$ cat src/design/asr_defines.vh
// constants for the audio serial input receiver
`ifndef ASR_DEFINES_VH
`define ASR_DEFINES_VH
// framing select codes
`define ASR_FMT_I2S 2'h0
`define ASR_FMT_LJ 2'h1
`define ASR_FMT_RJ 2'h2
// word length select codes
`define ASR_WL_16 2'h0
`define ASR_WL_20 2'h1
`define ASR_WL_24 2'h2
// word lengths in bits
`define ASR_BITS_16 6'h10
`define ASR_BITS_20 6'h14
`define ASR_BITS_24 6'h18
// output sample width
`define ASR_OUT_W 24
// slot counter width (up to 63 bits per slot)
`define ASR_CNT_W 6
`endif

$ cat src/design/asr_receiver.v
// two-channel serial audio receiver for i2s, left- and right-justified frames
// Behaviour
// - accept 16/20/24-bit words, three framings
// - i2s: frame clock low is left
// - handle 32, 48, 64 bit clocks per frame
// - i2s: msb one bit clock after edge
// - msb first, sampled on bit clock rise
// - i2s and lj: ignore trailing slot bits
// - lj and rj: frame clock high is left
// - lj: msb in same period as edge
// - rj 24-bit at 64 per frame: msb eight periods after edge
// - rj: lsb is last period before edge
// - rj: ignore leading slot bits
// - samples are signed two's complement
// - 48 per frame: 24-bit slot word
`timescale 1ns/10ps
`default_nettype none
`include "asr_defines.vh"
module asr_receiver #(
  parameter OUT_W = `ASR_OUT_W,
  parameter CNT_W = `ASR_CNT_W
) (
  input wire clock,
  input wire reset_n,
  input wire clock_enable,
  input wire [1:0] format_sel,
  input wire [1:0] word_len_sel,
  input wire bit_clock,
  input wire frame_clock,
  input wire serial_audio_in,
  output reg [OUT_W-1:0] left_sample,
  output reg [OUT_W-1:0] right_sample,
  output reg sample_valid
);
  localparam ST_IDLE = 2'b01;
  localparam ST_RUN = 2'b10;

  wire bclk_s;
  wire lrck_s;
  wire data_s;
  reg bclk_d;
  reg lrck_seen;
  reg [1:0] state;
  reg [1:0] next_state;
  reg [CNT_W-1:0] pos;
  reg [CNT_W-1:0] last_len;
  reg [CNT_W-1:0] wlen;
  reg chan_right;
  reg slot_right;
  reg edge_pend;
  reg got_left;
  reg [OUT_W-1:0] left_hold;
  reg take_bit;
  reg next_right;
  wire rise;
  wire frame_edge;
  wire slot_edge;
  wire is_i2s;
  wire is_lj;
  wire is_rj;
  wire [CNT_W-1:0] one_pos;
  wire [OUT_W-1:0] slot_word;
  wire [CNT_W-1:0] start_pos;

  // all three link lines are from another domain, so each is synchronised
  asr_sync u_sync_bclk (
    .clock(clock), .reset_n(reset_n), .clock_enable(clock_enable),
    .async_in(bit_clock), .sync_out(bclk_s)
  );
  asr_sync u_sync_lrck (
    .clock(clock), .reset_n(reset_n), .clock_enable(clock_enable),
    .async_in(frame_clock), .sync_out(lrck_s)
  );
  asr_sync u_sync_data (
    .clock(clock), .reset_n(reset_n), .clock_enable(clock_enable),
    .async_in(serial_audio_in), .sync_out(data_s)
  );

  // same sync delay on all lines keeps data aligned to its bit clock rise
  assign rise = bclk_s & ~bclk_d;

  // framing decode; code 3 behaves as right-justified
  assign is_i2s = (format_sel == `ASR_FMT_I2S);
  assign is_lj = (format_sel == `ASR_FMT_LJ);
  assign is_rj = !is_i2s && !is_lj;
  assign one_pos = {{(CNT_W-1){1'b0}}, 1'b1};

  // configured word length
  always @* begin
    if (word_len_sel == `ASR_WL_16) begin
      wlen = `ASR_BITS_16;
    end else if (word_len_sel == `ASR_WL_20) begin
      wlen = `ASR_BITS_20;
    end else begin
      wlen = `ASR_BITS_24;
    end
  end

  // rj: skip leading bits so the word ends at the slot end
  assign start_pos = (last_len > wlen) ? last_len - wlen : {CNT_W{1'b0}};

  // channel from frame clock level, polarity per framing
  always @* begin
    if (format_sel == `ASR_FMT_I2S) begin
      next_right = lrck_s;
    end else begin
      next_right = ~lrck_s;
    end
  end

  // frame clock edge as seen at a bit clock rise
  assign frame_edge = rise && (next_right != chan_right);
  // i2s: the rise at the frame edge still carries the old slot's last bit,
  // so its slot opens one rise later; justified slots open at the edge
  assign slot_edge = is_i2s ? (rise && edge_pend) : frame_edge;

  // bit position decode for the current rise; slot rise is position 0
  always @* begin
    take_bit = 1'b0;
    if (slot_edge) begin
      if (is_rj) begin
        take_bit = (start_pos == {CNT_W{1'b0}});
      end else begin
        take_bit = 1'b1;
      end
    end else if (rise) begin
      if (is_rj) begin
        take_bit = (pos >= start_pos);
      end else begin
        take_bit = (pos < wlen);
      end
    end
  end

  // slot shifter; a slot edge clears it and may load the first bit
  asr_slot #(.OUT_W(OUT_W)) u_slot (
    .clock(clock), .reset_n(reset_n), .clock_enable(clock_enable),
    .clear(slot_edge),
    .take_bit(take_bit),
    .bit_in(data_s),
    .word(slot_word)
  );

  // state machine: wait for the first frame clock edge before trusting slots
  always @* begin
    next_state = state;
    case (state)
      ST_IDLE: begin
        if (lrck_seen && slot_edge) begin
          next_state = ST_RUN;
        end
      end
      ST_RUN: begin
        next_state = ST_RUN;
      end
      default: begin
        next_state = ST_IDLE;
      end
    endcase
  end

  // sign extend a collected word of wlen bits to the output width
  function [OUT_W-1:0] sext;
    input [OUT_W-1:0] w;
    input [CNT_W-1:0] n;
    begin
      if (n == `ASR_BITS_16) begin
        sext = {{(OUT_W-16){w[15]}}, w[15:0]};
      end else if (n == `ASR_BITS_20) begin
        sext = {{(OUT_W-20){w[19]}}, w[19:0]};
      end else begin
        sext = w;
      end
    end
  endfunction

  // counters, channel tracking and sample output
  always @(posedge clock) begin
    if (!reset_n) begin
      bclk_d <= 1'b0;
      lrck_seen <= 1'b0;
      state <= ST_IDLE;
      pos <= {CNT_W{1'b0}};
      last_len <= {CNT_W{1'b0}};
      chan_right <= 1'b0;
      slot_right <= 1'b0;
      edge_pend <= 1'b0;
      got_left <= 1'b0;
      left_hold <= {OUT_W{1'b0}};
      left_sample <= {OUT_W{1'b0}};
      right_sample <= {OUT_W{1'b0}};
      sample_valid <= 1'b0;
    end else if (clock_enable) begin
      bclk_d <= bclk_s;
      state <= next_state;
      sample_valid <= 1'b0;
      if (rise) begin
        lrck_seen <= 1'b1;
        chan_right <= next_right;
        // only i2s delays its slot start by one bit clock
        edge_pend <= is_i2s && frame_edge;
        if (slot_edge) begin
          // slot length learnt from the last slot: 32, 48 or 64 per frame
          last_len <= pos;
          pos <= one_pos;
          // channel of the slot now opening; the closing one is slot_right
          slot_right <= is_i2s ? chan_right : next_right;
          if (state == ST_RUN) begin
            if (!slot_right) begin
              left_hold <= sext(slot_word, wlen);
              got_left <= 1'b1;
            end else if (got_left) begin
              // whole frame in: publish both together
              left_sample <= left_hold;
              right_sample <= sext(slot_word, wlen);
              sample_valid <= 1'b1;
              got_left <= 1'b0;
            end
          end
        end else if (pos != {CNT_W{1'b1}}) begin
          pos <= pos + one_pos;
        end
      end
    end
  end
endmodule // asr_receiver
`default_nettype wire

$ cat src/design/asr_slot.v
// one channel slot shifter: collects msb-first bits of a slot
`timescale 1ns/10ps
`default_nettype none
module asr_slot #(
  parameter OUT_W = 24
) (
  input wire clock,
  input wire reset_n,
  input wire clock_enable,
  input wire clear,
  input wire take_bit,
  input wire bit_in,
  output reg [OUT_W-1:0] word
);
  // shift in msb first; clear starts a new slot
  always @(posedge clock) begin
    if (!reset_n) begin
      word <= {OUT_W{1'b0}};
    end else if (clock_enable) begin
      if (clear) begin
        // a slot may open with its first bit, so clear can load it
        word <= take_bit ? {{(OUT_W-1){1'b0}}, bit_in} : {OUT_W{1'b0}};
      end else if (take_bit) begin
        word <= {word[OUT_W-2:0], bit_in};
      end
    end
  end
endmodule // asr_slot
`default_nettype wire

$ cat src/design/asr_sync.v
// two flip-flop synchroniser for one external level
`timescale 1ns/10ps
`default_nettype none
module asr_sync (
  input wire clock,
  input wire reset_n,
  input wire clock_enable,
  input wire async_in,
  output reg sync_out
);
  reg meta;

  // first stage feeds only the second stage
  always @(posedge clock) begin
    if (!reset_n) begin
      meta <= 1'b0;
      sync_out <= 1'b0;
    end else if (clock_enable) begin
      meta <= async_in;
      sync_out <= meta;
    end
  end
endmodule // asr_sync
`default_nettype wire

$ cat config.mk
export PLATFORM = sky130hd
export DESIGN_NAME = asr_receiver
export DESIGN_NICKNAME = d
export VERILOG_FILES = /design/src/design/asr_receiver.v /design/src/design/asr_slot.v /design/src/design/asr_sync.v
export VERILOG_INCLUDE_DIRS = /design/src /design/src/design
export SDC_FILE = /design/constraint.sdc
export NUM_CORES = 1
export LEC_CHECK = 0
export BUFFER_PORTS_ARGS = -buffer_cell sky130_fd_sc_hd__buf_2
export CAP_MARGIN = 5
export CORE_MARGIN = 5
export CORE_UTILIZATION = 57
export DETAILED_ROUTE_END_ITERATION = 10
export GPL_ROUTABILITY_DRIVEN = 0
export PLACE_DENSITY = 0.9
export SLEW_MARGIN = 15
export SYNTH_ARGS = -nofsm -noshare
export SYNTH_HDL_FRONTEND = slang
export SYNTH_SLANG_ARGS = --single-unit
$ cat constraint.sdc
create_clock -name clock -period 3.31 [get_ports clock]
set_input_delay 0 -clock clock [delete_from_list [all_inputs] [get_ports clock]]
set_output_delay 0 -clock clock [all_outputs]
set_load 0.01 [all_outputs]
==> flow_summary_export.csv <==
group,metric,value,unit
yosys,syn_inst,561,
sta,setup_viol,0,
critical_path,regToRegStartpoint,"last_len[2]",
flow_run,drv_cap,0,
critical_path,required,3740,ps
sta,maxSlewViolCount,0,
drt,wl_per_cell,16.9,um
yosys,synth_fp_nets,584,
critical_path,crit_top_cell,"ha_1",
critical_path,slowest_stage,"nor4bb_1",
critical_path,reg2reg_slack,220,ps
clocking,htree_levels,4,
yosys,syn-cell-area,0.00484,sq mm
clocking,post_cts_buffers,0,
sta,worstMarginPinSlew,866,ps
drt,num_vias,4350,
sta,hold_viol,0,
hold_path,hold_start,"word_len_sel[1]",
power,netSwitchingFraction,21.2,%
sta,rsz0062_at_grt,"no",
drt,final_antenna_net_count,0,
critical_path,rr_endpoint,"u_slot.word[0]",
sta,min_period,3090,ps
finish,final_area,0.00583,sq mm
sta,relSlewSlack,42.1,%
power,powerDensity,601,mW/mm^2
drt,drt-pass1-iter-count,5,
floorplan,die-width,102,um
hold_path,hold_path_end,"right_sample[22]",
critical_path,path_cells,"inv_1 > ha_1 > nor4bb_1 > o21bai_1 > and2_1 > ha_1 > nand2b_1 > a21oi_1 > o21ai_1 > a21o_4 > a221oi_1",
power,power_frac_seq,42.7,%
yosys,yosys_warnings,0,
critical_path,critPathLaunch,"last_len[2]",
grt,grt_max_degree,40,
finish,fin_cells,735,
finish,syn_to_final_growth,20.5,%
power,clkPwrFrac,53.9,%
floorplan,die_h,102,um
yosys,seq_area_frac_synth,50.9,%
clocking,clk_latency,530,ps
clocking,numCtsBuffers,17,
power,p_switching,745,uW
floorplan,start_util,58.6,%
critical_path,endpoint_kind,"flip-flop",
clocking,ctsResizeCount,0,
power,pwr-share-comb,3.4,%
grt,grt.total_usage,25.4,%
critical_path,critPathArrivalTime,3520,ps
sta,setup_slack,218,ps
clocking,cts_tree,"yes",
clocking,cts.path.max_buffers,2,
grt,grt_pass1_vias,4124,
drt,drc,0,
floorplan,dieArea,0.0104,sq mm
grt,grt_antenna_before_repair,0,
grt,overflow,0,
finish,final.fill_count,557,
sta,skew,8.44,ps
clocking,cts-root-buf,"clkbuf_8",
drt,drt_iter0_markers,393,
clocking,path_clk_slew,60,ps
hold_path,hold_path_class,"in -> reg",
yosys,ys_types,48,
critical_path,start_kind,"flip-flop",
floorplan,fp-row-count,33,
place,dp.cells,696,
place,hpwl,7440,um
finish,fin_nets,642,
finish,drive_above_1_share,17.1,%
power,power.internal,2760,uW
yosys,post_synth.cell_area_avg,8.62,sq um
clocking,clock_sinks,123,
sta,min_period_over_period,93.4,%
grt,grt_pass1_wl,20500,um
critical_path,cpPeakStageDelay,450,ps
finish,diodes,0,
critical_path,critPathMaxFanout,24,
finish,multi_input_area,0.00214,sq mm
yosys,synth-seq-cells,123,
critical_path,worst-setup-path-type,"reg -> reg",
critical_path,rr_worst_depth,11,
floorplan,core_area,0.00826,sq mm
place,post-place-ws,390,ps
floorplan,pin_count,59,
power,p_leak,0.00226,uW
finish,ff_latch_area,0.00246,sq mm
sta,fin_tns_setup,0,ps
sta,fmax,323,MHz
place,io_buffers,58,
power,irDropWorstVdd,0.441,mV
drt,finalWirelength,12400,um
hold_path,min_path_cells,5,
drt,vias_per_cell,5.92,
run_status,status,"finished, final reports clean",
place,place_area,0.00514,sq mm
[critical path, delay by kind of cell (launching register included)]
kind / cells / cell delay [ps]
buffers and inverters: 1 / 50
AND/OR/NAND/NOR: 3 / 820
AO/OA/AOI/OAI: 5 / 1180
adder cells (fa/ha/maj): 2 / 590
flip-flops: 1 / 350
[cell usage after synthesis (all sizes together)]
cell type,instances,area (sq um)
dfxtp,123,2460
nand2,114,428
o21ai,53,269
a21oi,48,240
nand3,47,235
nor2,24,90.1
o22ai,24,150
buf,21,128
clkbuf,16,60.1
ha,12,150
inv,12,45.0
mux2i,8,80.1
nor3,7,61.3
and3,6,37.5
a21o,5,45.0
nor2b,4,27.5
xnor2,4,35.0
xor2,4,42.6
a211oi,3,22.5
nand2b,3,18.8
nand4,3,18.8
a31oi,2,12.5
nand3b,2,15.0
o21a,2,15.0
a2111oi,1,8.76
a221oi,1,8.76
a311o,1,10.0
a311oi,1,8.76
and2,1,6.26
and4,1,8.76
fa,1,20.0
nand4b,1,8.76
nor4bb,1,10.0
o21bai,1,7.51
o31ai,1,21.3
or2b,1,8.76
or3b,1,11.3
or4b,1,10.0
[cell families after synthesis]
group           after synthesis  share of synthesized area, %
compound gates              143                          16.9
flops                       123                          50.9
buf+inv                      49                          4.81
simple gates                217                          20.6
xor+xnor                      8                          1.60
mux                           8                          1.66
fa+ha+maj                    13                          3.52
[layout by cell type, fill, tap and decap left out, types with 2 or more instances in the layout]
cell type,instances
nand2_1,114
buf_2,58
nand3b_1,2
nor3_1,3
nand4_1,3
bufinv_16,4
inv_1,12
clkbuf_16,16
o21ai_0,51
xnor2_1,4
a31oi_1,2
nand3_1,47
clkinv_2,4
o21a_1,2
nor3_2,3
clkinv_4,3
nor2_1,24
a211oi_1,3
ha_1,12
buf_4,9
and3_1,6
nand2b_1,3
dfxtp_1,123
clkbuf_8,2
mux2i_1,8
dlygate4sd3_1,9
a21oi_1,48
nor2b_1,3
xor2_1,3
o22ai_1,24
a21o_1,4
[cell type report]
class / instances / area share, %
tap: 105 / 2.25
clock inverter: 12 / 2.98
sequential: 123 / 42.2
multi-input combinational: 389 / 36.8
clock buffer: 18 / 7.34
timing repair buffer: 76 / 7.68
inverter: 12 / 0.772
[per-layer routing]
metal	vias to the layer above	track usage (%)	part of all wire, %
li1	2057	-	-
met1	2051	32.1	41
met2	202	40.7	47
met3	40	7.44	8.2
met4	0	10.5	3.2
met5	-	0	0
[power by group through the flow]
stage / sequential [uW] / combinational (uW) / clock, uW
finish: 1500 / 120 / 1890
global route: 1500 / 129 / 1970
CTS: 1500 / 116 / 1900
detailed placement: 1530 / 101 / 0
global placement: 1530 / 95.3 / 0
floorplan: 1530 / 79.0 / 0
[registers in the layout, summed over array words and instances (netlist names), 2 cells and up]
register,count
state,2
left_hold,24
u_slot.word,24
last_len,6
right_sample,24
left_sample,24
pos,6
[stage by stage]
stage / util, % / power [uW] / hold WS [ps]
3_5_place_dp: 62.2 / 1630 / 249
5_1_grt: 70.6 / 3600 / 58.3
2_1_floorplan: - / 1600 / 147
6_report: 70.6 / 3510 / 34.7
3_3_place_gp: 62.2 / 1620 / 235
4_1_cts: 70.6 / 3510 / 4.57
[repair_timing]
item / 4_1_cts / 5_1_grt
hold buffers: 9 / 0
hold endpoints to repair: 10 / 0
setup endpoints to repair: 0 / 0
[worst max-delay path by stage]
stage                                end  slack (ps)
after floorplan           u_slot.word[6]         730
after global placement    u_slot.word[0]         540
after detailed placement  u_slot.word[0]         390
after CTS                 u_slot.word[0]         310
after global routing      u_slot.word[0]          90
final                     u_slot.word[0]         220
(Power assumes the default switching activity.)
